## config.mk

```make
export PLATFORM = sky130hd
export DESIGN_NAME = upf_ctrl
export DESIGN_NICKNAME = d
export VERILOG_FILES = /design/src/rtl/upf_pkg.sv /design/src/rtl/upf_ctrl.sv
export SDC_FILE = /design/constraint.sdc
export NUM_CORES = 1
export LEC_CHECK = 0
export ABC_AREA = 1
export BUFFER_PORTS_ARGS = -buffer_cell sky130_fd_sc_hd__clkbuf_2
export CORE_ASPECT_RATIO = 1.75
export CORE_MARGIN = 1
export CORE_UTILIZATION = 46
export CTS_BUF_LIST = sky130_fd_sc_hd__clkbuf_16
export DETAILED_ROUTE_END_ITERATION = 10
export PLACE_DENSITY = 0.81
export SLEW_MARGIN = 40
export SYNTH_ARGS = -nofsm -noshare
export SYNTH_HDL_FRONTEND = slang
export SYNTH_SLANG_ARGS = --single-unit
```

## constraint.sdc

```tcl
create_clock -name ref_clk -period 1.3 [get_ports ref_clk]
set_input_delay 0.065 -clock ref_clk [delete_from_list [all_inputs] [get_ports ref_clk]]
set_output_delay 0.065 -clock ref_clk [all_outputs]
set_load 0.02 [all_outputs]
```

## src/rtl/upf_pkg.sv

```systemverilog
package upf_pkg;
    // ------------------------------------------------------------
    // Widths
    // ------------------------------------------------------------
    localparam int unsigned UPF_AW = 8;  // Register address width
    localparam int unsigned UPF_DW = 8;  // Register data width
    localparam int unsigned UPF_PW = 5;  // Port map width, one bit per port
    localparam int unsigned UPF_MW = 48; // MAC address width

    // ------------------------------------------------------------
    // Register offsets
    // ------------------------------------------------------------
    localparam logic [7:0] UPF_OFS_DRV_UMC = 8'h84;
    localparam logic [7:0] UPF_OFS_UVID = 8'h85;
    localparam logic [7:0] UPF_OFS_SELF_IPMC = 8'h86;

    // ------------------------------------------------------------
    // Field positions
    // ------------------------------------------------------------
    localparam int unsigned UPF_DRV_HI = 7; // Drive select upper bit
    localparam int unsigned UPF_DRV_LO = 6; // Drive select lower bit
    localparam int unsigned UPF_EN_BIT = 5; // Forward enable in each register
    localparam int unsigned UPF_SELF_BIT = 6; // Self-address filter enable

    // ------------------------------------------------------------
    // Reset values and counts
    // ------------------------------------------------------------
    localparam logic [1:0] UPF_DRV_RST = 2'h1;
    localparam logic [4:0] UPF_MAP_RST = 5'h00;
    localparam logic [4:0] UPF_MAP_ALL = 5'h1F;
    localparam logic UPF_EN_RST = 1'b0;
    localparam logic [1:0] UPF_STRAP_WAIT = 2'h2; // Synchroniser depth

    // ------------------------------------------------------------
    // Drive current in mA per select code
    // ------------------------------------------------------------
    localparam logic [3:0] UPF_MA_0 = 4'h4;
    localparam logic [3:0] UPF_MA_1 = 4'h8;
    localparam logic [3:0] UPF_MA_2 = 4'hA;
    localparam logic [3:0] UPF_MA_3 = 4'hE;

    // ------------------------------------------------------------
    // Types
    // ------------------------------------------------------------
    // Class of a frame that missed the lookup
    typedef enum logic [2:0] {
        UPF_CLS_UMC = 3'b001,
        UPF_CLS_UVID = 3'b010,
        UPF_CLS_UIPMC = 3'b100
    } upf_cls_e;

    // Lookup-miss request from the forwarding engine
    typedef struct packed {
        logic valid;
        upf_cls_e cls;
    } upf_miss_s;

    // Forwarding decision back to the engine
    typedef struct packed {
        logic valid;
        logic drop;
        logic [UPF_PW-1:0] map;
    } upf_fwd_s;

    // Egress frame check request
    typedef struct packed {
        logic valid;
        logic [UPF_MW-1:0] da;
    } upf_egr_s;
endpackage

```

## src/rtl/upf_ctrl.sv

```systemverilog
// The address-and-strobe port was left to the implementer.
`timescale 1ns/1ns
module upf_ctrl
    import upf_pkg::*;
(
    // Clock and reset
    input wire logic ref_clk,
    input wire logic rstn,
    // Register port
    input wire logic [UPF_AW-1:0] reg_addr,
    input wire logic [UPF_DW-1:0] reg_wdata,
    input wire logic reg_wr,
    input wire logic reg_rd,
    output logic [UPF_DW-1:0] reg_rdata,
    // Strap pin, asynchronous
    input wire logic drive_strength_strap_pin,
    // Lookup-miss request and decision
    input wire upf_miss_s miss_req,
    output upf_fwd_s fwd_rsp,
    // Egress self-address check
    input wire upf_egr_s egr_req,
    input wire logic [UPF_MW-1:0] own_mac,
    output logic egr_done,
    output logic egr_drop,
    // Pad drive control
    output logic [1:0] drive_sel,
    output logic [3:0] drive_ma
);
    // ------------------------------------------------------------
    // Register state
    // ------------------------------------------------------------
    logic [1:0] drive_sel_r; // Pad drive select
    logic umc_en_r; // Unknown multicast enable
    logic [UPF_PW-1:0] umc_map_r; // Unknown multicast map
    logic uvid_en_r; // Unknown VLAN enable
    logic [UPF_PW-1:0] uvid_map_r; // Unknown VLAN map
    logic self_en_r; // Self-address filter enable
    logic ipmc_en_r; // Unknown IP multicast enable
    logic [UPF_PW-1:0] ipmc_map_r; // Unknown IP multicast map
    logic [UPF_DW-1:0] rdata_r; // Read data, one cycle late
    logic [3:0] drive_ma_r; // Drive current in mA
    upf_fwd_s fwd_r; // Registered decision
    logic egr_done_r;
    logic egr_drop_r;
    // Strap capture
    logic strap_s1_r;
    logic strap_s2_r;
    logic [1:0] strap_cnt_r;
    logic strap_done_r;
    // Write hits
    logic wr_drv;
    logic wr_uvid;
    logic wr_self;

    assign wr_drv = reg_wr && (reg_addr == UPF_OFS_DRV_UMC);
    assign wr_uvid = reg_wr && (reg_addr == UPF_OFS_UVID);
    assign wr_self = reg_wr && (reg_addr == UPF_OFS_SELF_IPMC);

    // ------------------------------------------------------------
    // Strap synchroniser
    // ------------------------------------------------------------
    // Pin is asynchronous; only the second stage is read
    always_ff @(posedge ref_clk or negedge rstn)
    begin
        if (!rstn)
        begin
            strap_s1_r <= 1'b1;
            strap_s2_r <= 1'b1;
        end
        else
        begin
            strap_s1_r <= drive_strength_strap_pin;
            strap_s2_r <= strap_s1_r;
        end
    end

    // Wait until the synchroniser holds a true pin sample
    always_ff @(posedge ref_clk or negedge rstn)
    begin
        if (!rstn)
        begin
            strap_cnt_r <= 2'h0;
            strap_done_r <= 1'b0;
        end
        else if (strap_cnt_r != UPF_STRAP_WAIT)
        begin
            strap_cnt_r <= strap_cnt_r + 2'h1;
        end
        else
        begin
            strap_done_r <= 1'b1;
        end
    end

    // ------------------------------------------------------------
    // Drive select and unknown multicast register
    // ------------------------------------------------------------
    // A software write in the load cycle wins over the strap
    always_ff @(posedge ref_clk or negedge rstn)
    begin
        if (!rstn)
        begin
            drive_sel_r <= UPF_DRV_RST;
            umc_en_r <= UPF_EN_RST;
            umc_map_r <= UPF_MAP_RST;
        end
        else if (wr_drv)
        begin
            drive_sel_r <= reg_wdata[UPF_DRV_HI:UPF_DRV_LO];
            umc_en_r <= reg_wdata[UPF_EN_BIT];
            umc_map_r <= reg_wdata[UPF_PW-1:0];
        end
        else if ((strap_cnt_r == UPF_STRAP_WAIT) && !strap_done_r)
        begin
            drive_sel_r <= {~strap_s2_r, strap_s2_r};
        end
    end

    // Current code for the pads
    always_ff @(posedge ref_clk or negedge rstn)
    begin
        if (!rstn)
        begin
            drive_ma_r <= UPF_MA_1;
        end
        else
        begin
            case (drive_sel_r)
                2'h0: drive_ma_r <= UPF_MA_0;
                2'h1: drive_ma_r <= UPF_MA_1;
                2'h2: drive_ma_r <= UPF_MA_2;
                default: drive_ma_r <= UPF_MA_3;
            endcase
        end
    end

    // ------------------------------------------------------------
    // Unknown VLAN, self filter and IP multicast registers
    // ------------------------------------------------------------
    // Reserved bits are not stored, so writes to them vanish
    always_ff @(posedge ref_clk or negedge rstn)
    begin
        if (!rstn)
        begin
            uvid_en_r <= UPF_EN_RST;
            uvid_map_r <= UPF_MAP_RST;
        end
        else if (wr_uvid)
        begin
            uvid_en_r <= reg_wdata[UPF_EN_BIT];
            uvid_map_r <= reg_wdata[UPF_PW-1:0];
        end
    end

    always_ff @(posedge ref_clk or negedge rstn)
    begin
        if (!rstn)
        begin
            self_en_r <= UPF_EN_RST;
            ipmc_en_r <= UPF_EN_RST;
            ipmc_map_r <= UPF_MAP_RST;
        end
        else if (wr_self)
        begin
            self_en_r <= reg_wdata[UPF_SELF_BIT];
            ipmc_en_r <= reg_wdata[UPF_EN_BIT];
            ipmc_map_r <= reg_wdata[UPF_PW-1:0];
        end
    end

    // ------------------------------------------------------------
    // Read path
    // ------------------------------------------------------------
    // Data stand only in the cycle after the strobe
    always_ff @(posedge ref_clk or negedge rstn)
    begin
        if (!rstn)
        begin
            rdata_r <= 8'h00;
        end
        else if (!reg_rd)
        begin
            rdata_r <= 8'h00;
        end
        else if (reg_addr == UPF_OFS_DRV_UMC)
        begin
            rdata_r <= {drive_sel_r, umc_en_r, umc_map_r};
        end
        else if (reg_addr == UPF_OFS_UVID)
        begin
            rdata_r <= {2'h0, uvid_en_r, uvid_map_r};
        end
        else if (reg_addr == UPF_OFS_SELF_IPMC)
        begin
            rdata_r <= {1'b0, self_en_r, ipmc_en_r, ipmc_map_r};
        end
        else
        begin
            rdata_r <= 8'h00; // Unmapped reads zero
        end
    end

    // ------------------------------------------------------------
    // Lookup-miss forwarding decision
    // ------------------------------------------------------------
    // Disabled class falls back to plain flooding to all ports
    always_ff @(posedge ref_clk or negedge rstn)
    begin
        if (!rstn)
        begin
            fwd_r <= '0;
        end
        else
        begin
            fwd_r.valid <= miss_req.valid;
            fwd_r.drop <= 1'b0;
            fwd_r.map <= UPF_MAP_ALL;
            case (miss_req.cls)
                UPF_CLS_UMC:
                begin
                    if (umc_en_r)
                    begin
                        fwd_r.map <= umc_map_r;
                        fwd_r.drop <= (umc_map_r == 5'h00);
                    end
                end
                UPF_CLS_UVID:
                begin
                    if (uvid_en_r)
                    begin
                        fwd_r.map <= uvid_map_r;
                        fwd_r.drop <= (uvid_map_r == 5'h00);
                    end
                end
                UPF_CLS_UIPMC:
                begin
                    if (ipmc_en_r)
                    begin
                        fwd_r.map <= ipmc_map_r;
                        fwd_r.drop <= (ipmc_map_r == 5'h00);
                    end
                end
                default:
                begin
                    fwd_r.valid <= 1'b0; // Illegal class ignored
                end
            endcase
        end
    end

    // ------------------------------------------------------------
    // Egress self-address filter
    // ------------------------------------------------------------
    always_ff @(posedge ref_clk or negedge rstn)
    begin
        if (!rstn)
        begin
            egr_done_r <= 1'b0;
            egr_drop_r <= 1'b0;
        end
        else
        begin
            egr_done_r <= egr_req.valid;
            // Exact match covers unicast and multicast alike
            egr_drop_r <= egr_req.valid && self_en_r
                && (egr_req.da == own_mac);
        end
    end

    // ------------------------------------------------------------
    // Outputs
    // ------------------------------------------------------------
    assign reg_rdata = rdata_r;
    assign fwd_rsp = fwd_r;
    assign egr_done = egr_done_r;
    assign egr_drop = egr_drop_r;
    assign drive_sel = drive_sel_r;
    assign drive_ma = drive_ma_r;
endmodule // upf_ctrl

```

**Word-level counts from Yosys, hierarchy flattened**

Index checks and enable logic that the tools add are counted.
W data, S select, Z words.

- Add/subtract/negate cells: 1
- Eq/ne operators: 11
- Muxes and demuxes: 12
- Bitwise gates (word level): 1
- Reductions and logical operators: 13

Operators with widths:

| operator | number |
|---|---|
| $eq A48 B48 Y1 | 1 |
| $eq A8 B8 Y1 const B | 3 |
| $mux W6 | 3 |
| $pmux W6 S3 | 1 |
| $mux W8 | 2 |
| $logic_not A5 Y1 | 3 |
| $mux W7 | 2 |
| $pmux W4 S3 | 1 |
| $logic_and A1 B1 Y1 | 6 |
| $eq A2 B2 Y1 const B | 2 |
| $mux W2 | 2 |
| $eq A3 B1 Y1 const B | 1 |
| $eq A3 B2 Y1 const B | 1 |
| $eq A3 B3 Y1 const B | 1 |
| $reduce_or A3 Y1 | 1 |
| $add A2 B1 Y2 const B | 1 |
| $eq A2 B1 Y1 const B | 1 |
| $logic_not A2 Y1 | 1 |
| $ne A2 B2 Y1 const B | 1 |
| $reduce_bool A2 Y1 | 1 |
| $logic_not A1 Y1 | 1 |
| $mux W1 | 1 |
| $not A1 Y1 | 1 |

- Register bits after elaboration: 47
- Input bits: 122
- Logic and storage cells: 57

**Longest topological paths before layout**

Gate-level depths: netlist of the first run.

- Word-level depth: 5
- Gate-level depth with buffers: 9
- Mapped depth without buffers: 9

**Least setup slack after synthesis of the first run**

OpenSTA, ideal clock, no wires.

- Kind: register to register
- Start point: register drive_sel_r[0], in the netlist drive_sel[0]
- End point: register drive_ma_r[1], in the netlist drive_ma[1]
- Arrival: 1.105 ns
- Slack: 0.068 ns
- Stages on the path, launching flop included: 4
- Path buffers: 0
- Period minus slack after synthesis: 1.232 ns
- Cells stage by stage: dfstp_2 > inv_1 > ha_1 > or2_2

- Longest elaborated chain between the ends: 2
- Elaborated cells on any way between the ends: 4
- Classes of those cells: eq/ne: 2; mux: 1; reduce/logical: 1

RTL lines:

| element | RTL line | RTL |
|---|---|---|
| from (decl) | upf_ctrl.sv:32 | `logic [1:0] drive_sel_r;` |
| from (signal assigned) | upf_ctrl.sv:109 | `drive_sel_r <= reg_wdata[UPF_DRV_HI:UPF_DRV_LO];` |
| from (signal assigned) | upf_ctrl.sv:115 | `drive_sel_r <= {~strap_s2_r, strap_s2_r};` |
| $eq A2 B2 Y1 (tied with other cells) | upf_ctrl.sv:128 | `case (drive_sel_r)` |
| $pmux W4 S3 * | upf_ctrl.sv:128 |  |
| to (signal assigned) | upf_ctrl.sv:129 | `2'h0: drive_ma_r <= UPF_MA_0;` |
| to (signal assigned) | upf_ctrl.sv:130 | `2'h1: drive_ma_r <= UPF_MA_1;` |
| to (signal assigned) | upf_ctrl.sv:131 | `2'h2: drive_ma_r <= UPF_MA_2;` |
| to (decl) | upf_ctrl.sv:41 | `logic [3:0] drive_ma_r;` |

Every way passes the cells marked *; elsewhere a longest branch is shown, timed or not.
A chain may end at the register's enable or synchronous reset.

**Worst setup path in the final report of the first run**

- Start point: register strap_cnt_r[0]
- End point: register drive_sel_r[1], in the netlist drive_sel[1]

- Longest elaborated chain between the ends: 3

RTL lines:

| element | RTL line | RTL |
|---|---|---|
| from (decl) | upf_ctrl.sv:48 | `logic [1:0] strap_cnt_r;` |
| from (signal assigned) | upf_ctrl.sv:87 | `strap_cnt_r <= strap_cnt_r + 2'h1;` |
| $eq A2 B2 Y1 | upf_ctrl.sv:113 | `else if ((strap_cnt_r == UPF_STRAP_WAIT) && !strap_done_r)` |
| $logic_and A1 B1 Y1 | upf_ctrl.sv:113 |  |
| $reduce_bool A2 Y1 (no line) | -- |  |

Every way passes these cells.

==> run metrics, run 1 <==
gr busiest metal=met2; crit-path cells=inv_1 -> ha_1 -> nand2_1 -> nor2_1 -> nand2_2 -> nand2_1 -> nor2_1; synth unique cells=29; global route total overflow=0; CTS clk-pin slew, worst paths=approximately 0.060 ns; first-pass GRT wire length=12.84 mm; GR Util All Layers=0.2643; CTS tree=done; fmax=between 800 and 900 MHz; number of antenna diodes=0; CTS HTree Levels=2; CP startpoint kind=register; area leader, netlist=dfrtp_1; DRT iter0 DRCs=approximately 140; Die Ht=106.7 um; die width=~60 um; Util after Layout=0.6528; met3 Usage GRT=0.03498; Critical Path RT=~1.5 ns; WL/cell=about 12 um; crit share post-route=0.9211; die area=~6600 um^2; # nets final=approximately 720; RSZ-0062 raised after global routing=no; Root Driver=clkbuf_16; synthesized area per cell=approximately 6.6 um^2; Slowest Stage Delay on Critical Path=slightly below 0.4 ns; Final Wtd Congestion=about 1.0; Initial Utilization=0.4827; synthesized netlist net count=560; Syn Inst Count=434; Peak supply drop=between 0.6 and 0.7 mV; met2 global-route usage=0.4962; fin crit period=about 1.2 ns; Post-CTS Setup Repair Bufs=0; max-slew violation count=0; max-cap viol count=0; Post-DP Area=3726 um^2; register-to-register setup slack=between 0.1 and 0.15 ns; commonest non-fill, non-tap cell in the layout=nand2_1; Post-synth EDFFs=0; vias in the first global route=3127; hold_buf cts=4; largest net degree at the start of global routing=24; Yosys Warn Count=0; Arrival @ worst endpoint=around 1.4 ns; worst-path fanout max=5; Fin. Hold Viols=0; Crit Path Class=register to register; top post-synthesis cells by area=dfrtp_1 (36%), nand2_1 (20%), inv_1 (11%), o21ai_0 (9.5%), nor2_1 (4.9%); ANT nets after route=0; Crit-path slowest cell=dfrtp_1; CP endpoint kind=register; DRT Wirelength=7.883 mm; DP Wirelength=6.834 mm; DR vias/cell=approximately 4.8; Clock Tree Buf Depth=2; CTS resizes=0; #FFs+latches synth=between 40 and 50; leakage power=roughly 2.4 nW; setup TNS=0 ns; Seq/Total Area, Yosys=0.4010; Area Overhead vs Synth=35.24%; drt drc=0; Cell Rows=37; Power Density=just under 900 nW/um^2; fraction of layout cells with a size suffix above 1=0.2814; clock network latency to the later pin of the worst-skew pair=slightly below 0.3 ns; DRT Pass-1 Iters=4; Hold Path Class=input pin to register; IO Port Bufs=approximately 140; num ports=145; Via Count=~3200; Fillers=about 520; fin area=~4000 um^2; Cell Area, Synth=2883 um^2; core area=~6000 um^2; clock sinks=46; met1 global-route usage=0.2384; commonest cells after routing, fill and taps aside=nand2_1 (153), clkbuf_2 (143), inv_1 (87), o21ai_0 (55), dfrtp_1 (42); asr flop ratio synth=1.000; CTS buffer count=5; outcome=complete, no violations; Yosys top cell area share=0.3646; Post-Route Skew=roughly 0.0068 ns; antenna violations before repair=0; # setup viols final=0; Post-synth top flop=dfrtp_1
worst paths after layout:
kind / from / end / cells past startpoint
max in group asynchronous: rstn / drive_sel[0]$_DFFE_PN1P_ / 3
hold reg to reg: strap_s1_r$_DFF_PN1_ / strap_s2_r$_DFF_PN1_ / 0
min in group asynchronous: rstn / ipmc_map_r[2]$_DFFE_PN0P_ / 2
setup reg to reg: strap_cnt_r[0]$_DFFE_PN0P_ / drive_sel[1]$_DFFE_PN0P_ / 7
hold / removal: reg_wdata[6] / self_en_r$_DFFE_PN0P_ / 3
setup / recovery: strap_cnt_r[0]$_DFFE_PN0P_ / drive_sel[1]$_DFFE_PN0P_ / 7
cell usage after synthesis, types with 3 or more instances:
master	count
nand2_1	153
inv_1	86
o21ai_0	55
dfrtp_1	42
nor2_1	38
nand3_1	14
nand4_1	7
xor2_1	5
dfstp_2	4
ha_1	4
xnor2_1	4
nor3_1	3
critical path: cells and delay by family (launching register included):
family	cells	cell delay, ns
adder cells (fa/ha/maj)	1	0.23
AND/OR/NAND/NOR	5	0.42
buffers and inverters	1	0.06
flip-flops	1	0.39
layout make-up:
class | instances | area [um^2] | share of cell area
repair buffers | 151 | 798.3 | 0.2047
flip-flops and latches | 46 | 1156 | 0.2965
multi-input cells | 299 | 1388 | 0.3559
well taps | 78 | 97.59 | 0.02503
inverters | 87 | 326.6 | 0.08376
clock buffers | 5 | 125.1 | 0.03209
clock inverters | 2 | 7.507 | 0.001926
where the power goes:
group	switching [mW]	internal, mW
sequential	0.0565	1.52
clock	0.485	0.687
combinational	0.391	0.300
total	0.933	2.50
metrics by stage:
stage / hold WS [ns] / power, mW / std cells / setup WS (ns)
after floorplan: -0.2306 / 1.906 / 434 / 0.06819
after global placement: -0.002996 / 2.264 / 657 / 0.1315
after detailed placement: -0.0009854 / 2.282 / 657 / 0.03621
after CTS: 0.01218 / 3.449 / 668 / 0.09443
after global routing: 0.008710 / 3.637 / 668 / 0.009988
final: 0.005696 / 3.438 / 668 / 0.1026
layer usage:
layer,vias up,share of wire
met5,-,0
met3,35,0.055
met4,0,0.060
met2,165,0.57
li1,1628,-
met1,1362,0.32
state kept, by name, indices dropped and copies added (netlist names):
register      count
drive_ma          3
drive_sel         2
egr_done          1
egr_drop          1
fwd_rsp           7
ipmc_en_r         1
ipmc_map_r        5
reg_rdata         8
self_en_r         1
strap_cnt_r       2
strap_done_r      1
strap_s1_r        1
strap_s2_r        1
umc_en_r          1
umc_map_r         5
uvid_en_r         1
uvid_map_r        5
cell families (layout without fill, tap and decap cells):
| group | count (synthesis) | after routing | synth area share |
|---|---|---|---|
| and+or+nand+nor | 227 | 227 | 0.3329 |
| AOI/OAI and AO/OA | 58 | 58 | 0.1024 |
| adders and majority gates | 4 | 4 | 0.01736 |
| DFF | 46 | 46 | 0.4010 |
| xor gates and xnor gates | 9 | 9 | 0.02734 |
| buffers and inverters | 89 | 245 | 0.1176 |
| other | 1 | 1 | 0.001301 |
No activity file was read; power rests on OpenSTA's default activity.
==> run 2: changes to the inputs <==
==> constraint.sdc (replaced) <==
create_clock -name ref_clk -period 1.3 [get_ports ref_clk]
set_input_delay 0.26 -clock ref_clk [delete_from_list [all_inputs] [get_ports ref_clk]]
set_output_delay 0.26 -clock ref_clk [all_outputs]
set_load 0.02 [all_outputs]
==> run metrics, run 2 (synthesized netlist as in run 1, its figures left out) <==
Clock Tree Buf Depth=2 (unchanged); max reg flops=8 (unchanged); setup TNS=0 ns (unchanged); die area=6600 um^2 (unchanged); DR vias/cell=4.795 (was 4.775); GR Util All Layers=0.2541 (was 0.2643); Critical Path RT=1.04 ns (was 1.48 ns); # setup viols final=0 (unchanged); RSZ-0062 raised after global routing=no (unchanged); Hold Path Class=input pin to register (unchanged); Util after Layout=0.6507 (was 0.6528); Via Count=3198 (was 3190); leakage power=2.434 nW (was 2.438 nW); Die Ht=106.7 um (unchanged); Post-CTS Setup Repair Bufs=0 (unchanged); DRT Pass-1 Iters=5 (was 4); clock sinks=46 (unchanged); vias in the first global route=3075 (was 3127); antenna violations before repair=0 (unchanged); Area Overhead vs Synth=34.81% (was 35.24%); ANT nets after route=0 (unchanged); Fin. Hold Viols=0 (unchanged); die width=61.84 um (unchanged); Peak supply drop=0.6183 mV (was 0.6085 mV); Crit Path Class=register to output pin (was register to register); fin crit period=1.251 ns (was 1.197 ns); Root Driver=clkbuf_16 (unchanged); CTS tree=done (unchanged); clock network latency to the later pin of the worst-skew pair=0.28 ns (was 0.29 ns); largest net degree at the start of global routing=47 (was 24); CTS buffer count=5 (unchanged); Buf/Inv on CP=1 (unchanged); Final Wtd Congestion=1.022 (was 1.001); Power Density=884.2 nW/um^2 (was 881.7 nW/um^2); worst-path fanout max=5 (unchanged); WL/cell=11.57 um (was 11.80 um); Slowest Stage Delay on Critical Path=0.57 ns (was 0.39 ns); global route total overflow=0 (unchanged); CTS HTree Levels=2 (unchanged); CTS clk-pin slew, worst paths=0.06 ns (about the same); critical path's top delay family=flip-flops (was simple AND/OR/NAND/NOR gates); DP Wirelength=6.607 mm (was 6.834 mm); crit share post-route=0.9625 (was 0.9211); Crit-path slowest cell=dfstp_2 (was dfrtp_1); Initial Utilization=0.4827 (unchanged); fraction of layout cells with a size suffix above 1=0.2869 (was 0.2814); drt drc=0 (unchanged); CP startpoint kind=register (unchanged); max-slew violation count=0 (unchanged); first-pass GRT wire length=12.41 mm (was 12.84 mm); Arrival @ worst endpoint=0.99 ns (was 1.38 ns); outcome=complete, no violations (unchanged); commonest non-fill, non-tap cell in the layout=nand2_1 (unchanged); IO Port Bufs=143 (unchanged); crit-path cells=buf_4 (was inv_1 -> ha_1 -> nand2_1 -> nor2_1 -> nand2_2 -> nand2_1 -> nor2_1); commonest cells after routing, fill and taps aside=nand2_1 (153), clkbuf_2 (142), inv_1 (87), o21ai_0 (55), dfrtp_1 (42) (was nand2_1 (153), clkbuf_2 (143), inv_1 (87), o21ai_0 (55), dfrtp_1 (42)); Post-Route Skew=0.006556 ns (was 0.006789 ns); # nets final=714 (was 716); CP endpoint kind=output pin (was register); Cell Rows=37 (unchanged); core area=5972 um^2 (unchanged); max-cap viol count=0 (unchanged); DRT Wirelength=7.718 mm (was 7.883 mm); num ports=145 (unchanged); fmax=799.2 MHz (was 835.1 MHz); DRT iter0 DRCs=131 (was 139); number of antenna diodes=0 (unchanged)
-- run 2: worst paths after layout --
check,startpoint,to,slack (ns),depth (start not counted)
min,drive_strength_strap_pin,strap_s1_r$_DFF_PN1_,0.06,1
max in group asynchronous,rstn,drive_sel[0]$_DFFE_PN1P_,0.53,3
min reg2reg,strap_s1_r$_DFF_PN1_,strap_s2_r$_DFF_PN1_,0.36,0
min in group asynchronous,rstn,fwd_rsp[6]$_DFF_PN0_,0.49,3
max,drive_sel[0]$_DFFE_PN1P_,drive_sel[0],0.05,1
max reg2reg,drive_sel[0]$_DFFE_PN1P_,drive_ma[1]$_DFF_PN0_,0.10,3
-- run 2: through the flow --
stage | instances | total power [mW] | setup WS, ns | cell area (um^2) | hold WS [ns]
finish | 667 | 3.436 | 0.04878 | 3886 | 0.05539
global placement | 658 | 2.257 | -0.02510 | 3734 | 0.2587
detailed placement | 658 | 2.277 | -0.09022 | 3734 | 0.2584
CTS | 667 | 3.451 | 0.01123 | 3881 | 0.05718
floorplan | 434 | 1.906 | 0.06819 | 2883 | -0.03559
global route | 667 | 3.621 | 0.01679 | 3886 | 0.05854
-- run 2: final cells by class --
type / count / area [um^2]
Tap cell: 78 / 97.59
Inverter: 87 / 326.6
Clock buffer: 5 / 125.1
Clock inverter: 3 / 12.51
Multi-Input combinational cell: 299 / 1390
Sequential cell: 46 / 1156
Timing Repair Buffer: 149 / 778.2
Fill cell: 532 / 2086
-- run 2: power by group --
| part | internal [mW] | leakage (nW) | switching [mW] | total [mW] |
|---|---|---|---|---|
| logic | 0.295 | 1.80 | 0.382 | 0.677 |
| clock network | 0.694 | 0.0724 | 0.490 | 1.18 |
| registers | 1.52 | 0.561 | 0.0577 | 1.57 |
-- run 2: per-layer routing --
layer	track usage	wire (um)	vias to the layer above
met2	0.5038	4474	154
met1	0.2259	2446	1392
met5	0	0	-
met3	0.03498	456	24
met4	0.1270	340	0
li1	-	-	1628
-- run 2: what timing repair did --
action | 4_1_cts | 5_1_grt
hold endpoints to repair | 42 | 0
hold buffers | 1 | 0
gates resized for setup | 0 | 3
endpoints found under the setup margin | 0 | 2
==> run 3: changes to the inputs <==
--- a/config.mk
+++ b/config.mk
@@ -9,10 +9,10 @@
 export BUFFER_PORTS_ARGS = -buffer_cell sky130_fd_sc_hd__clkbuf_2
 export CORE_ASPECT_RATIO = 1.75
 export CORE_MARGIN = 1
-export CORE_UTILIZATION = 46
+export CORE_UTILIZATION = 35
 export CTS_BUF_LIST = sky130_fd_sc_hd__clkbuf_16
 export DETAILED_ROUTE_END_ITERATION = 10
-export PLACE_DENSITY = 0.81
+export SETUP_SLACK_MARGIN = 0.3
 export SLEW_MARGIN = 40
 export SYNTH_ARGS = -nofsm -noshare
 export SYNTH_HDL_FRONTEND = slang
==> run metrics, run 3 (synthesized netlist as in run 1, its figures left out) <==
first-pass GRT wire length=13.48 mm (was 12.41 mm); Area Overhead vs Synth=62.15% (was 34.81%); Post-Layout Cell Count=700 (was 667); fin crit period=1.227 ns (was 1.251 ns); Cell Rows=43 (was 37); Hold Path Depth=1 (unchanged); CTS HTree Levels=2 (unchanged); max-cap viol count=0 (unchanged); num ports=145 (unchanged); Fin. Hold Viols=0 (unchanged); Critical Path RT=1.04 ns (about the same); placed insts=671 (was 658); worst reg2reg path endpoint=drive_ma[1]$_DFF_PN0_ (unchanged); core area=7963 um^2 (was 5972 um^2); drt drc=10 (was 0); DR vias/cell=4.703 (was 4.795); IO Port Bufs=143 (unchanged); Crit-path slowest cell=dfstp_2 (unchanged); DRT Wirelength=8.849 mm (was 7.718 mm); die width=70.61 um (was 61.84 um); largest net degree at the start of global routing=25 (was 47); vias in the first global route=3107 (was 3075); Final Wtd Congestion=0.9289 (was 1.022); DRT Pass-1 Iters=7 (was 5); Root Driver=clkbuf_16 (unchanged); CTS clk-pin slew, worst paths=0.07 ns (was 0.06 ns); antenna violations before repair=0 (unchanged); Place WS=-0.09513 ns (was -0.09022 ns); commonest non-fill, non-tap cell in the layout=nand2_1 (unchanged); Initial Utilization=0.3620 (was 0.4827); # nets final=735 (was 714); Crit path depth=1 (unchanged); slew margin rel.=0.6542; Crit Path Class=register to output pin (unchanged); WL/cell=12.64 um (was 11.57 um); register-to-register setup slack=0.11 ns (was 0.10 ns); hold slack=0.04894 ns (was 0.05539 ns); origin of the critical flop-to-flop path=drive_sel[0]$_DFFE_PN1P_ (unchanged); cells on worst reg2reg path=4 (was 3); setup TNS=0 ns (unchanged); max-slew violation count=0 (unchanged); final setup margin=0.07308 ns (was 0.04878 ns); fraction of layout cells with a size suffix above 1=0.4131 (was 0.2869); Slowest Stage Delay on Critical Path=0.56 ns (was 0.57 ns); crit share post-route=0.9438 (was 0.9625); Total Power=3.924 mW (was 3.436 mW); CTS buffer count=5 (unchanged); number of antenna diodes=0 (unchanged); Fillers=739 (was 532); Die Ht=122.1 um (was 106.7 um); GR Util All Layers=0.2047 (was 0.2541); Peak supply drop=0.5330 mV (was 0.6183 mV); Clock Tree Buf Depth=2 (unchanged); commonest cells after routing, fill and taps aside=nand2_1 (124), clkbuf_2 (119), inv_1 (76), dfrtp_1 (40), o21ai_0 (37) (was nand2_1 (153), clkbuf_2 (142), inv_1 (87), o21ai_0 (55), dfrtp_1 (42)); die area=8618 um^2 (was 6600 um^2); crit-path cells=buf_8 (was buf_4); outcome=finished with violations (was complete, no violations); DP Wirelength=7.208 mm (was 6.607 mm); max reg flops=8 (unchanged); global route total overflow=0 (unchanged); # setup viols final=0 (unchanged); worst-path fanout max=2 (was 5); DRT iter0 DRCs=148 (was 131); CP endpoint kind=output pin (unchanged); critical path's top delay family=flip-flops (unchanged); CP startpoint kind=register (unchanged); leakage power=2.819 nW (was 2.434 nW); hold_sp=drive_strength_strap_pin (unchanged); fmax=815.1 MHz (was 799.2 MHz); failing checks=DRC; Via Count=3292 (was 3198); actual slew at the worst max-slew pin=about 0.52 ns; Power Density=839.4 nW/um^2 (was 884.2 nW/um^2); ANT nets after route=0 (unchanged); CTS tree=done (unchanged); Post-Route Skew=0.009419 ns (was 0.006556 ns); Hold Path Class=input pin to register (unchanged); RSZ-0062 raised after global routing=yes (was no); Arrival @ worst endpoint=0.97 ns (was 0.99 ns); clock sinks=46 (unchanged); Buf/Inv on CP=1 (unchanged); Hold Path Sink=strap_s1_r$_DFF_PN1_ (unchanged); clock network latency to the later pin of the worst-skew pair=0.29 ns (was 0.28 ns)
-- run 3: cell count changes in the layout (fill, tap and decap cells not counted), sizes merged --
| cell | previous run | this run |
|---|---|---|
| buf | 6 | 47 |
| bufinv | 0 | 1 |
| nor2 | 41 | 42 |
| clkbuf | 147 | 126 |
| clkinv | 2 | 3 |
| inv | 88 | 86 |
-- run 3: layout make-up --
cell class / count / area, um^2 / share of cell area
Multi-Input combinational cell: 300 / 1717 / 0.3672
Sequential cell: 46 / 1159 / 0.2479
Timing Repair Buffer: 169 / 1129 / 0.2414
Inverter: 87 / 389.1 / 0.08324
Clock buffer: 5 / 125.1 / 0.02677
Tap cell: 90 / 112.6 / 0.02409
Clock inverter: 3 / 43.79 / 0.009368
-- run 3: routing by layer --
| metal | wire [um] | global-route usage | vias to the layer above |
|---|---|---|---|
| met5 | 0 | 0 | - |
| met4 | 459 | 0.1225 | 0 |
| met3 | 467 | 0.02895 | 29 |
| met2 | 5000 | 0.4254 | 142 |
| met1 | 2921 | 0.1775 | 1446 |
| li1 | - | - | 1675 |
-- run 3: worst max path at each step --
stage	slack (ns)	from	end
after floorplan	0.15	drive_sel[0]$_DFFE_PN1P_	drive_ma[1]$_DFF_PN0_
after global placement	-0.06	reg_addr[6]	drive_sel[1]$_DFFE_PN0P_
after detailed placement	-0.1	reg_addr[6]	ipmc_map_r[3]$_DFFE_PN0P_
after CTS	0.06	drive_sel[0]$_DFFE_PN1P_	drive_sel[0]
after global routing	0.05	drive_sel[0]$_DFFE_PN1P_	drive_sel[0]
final	0.07	drive_sel[0]$_DFFE_PN1P_	drive_sel[0]
-- run 3: metrics by stage --
stage,utilization,area (um^2)
2_1_floorplan,-,2954
3_3_place_gp,0.4807,3827
3_5_place_dp,0.4807,3827
4_1_cts,0.5262,4190
5_1_grt,0.5871,4674
6_report,0.5871,4674
-- run 3: where the power goes --
part           internal, mW  total, mW  switching (mW)
sequential             1.52       1.59          0.0732
combinational         0.427      0.884           0.456
clock                 0.910       1.45           0.540
total                  2.85       3.92            1.07
-- run 3: repair_timing --
item	in CTS	in global routing
endpoints found under the hold margin	10	0
endpoints found under the setup margin	53	61
cloned	1	0
setup buffers	6	13
pin swaps	23	33
hold buffers	1	0
gates resized for setup	36	133
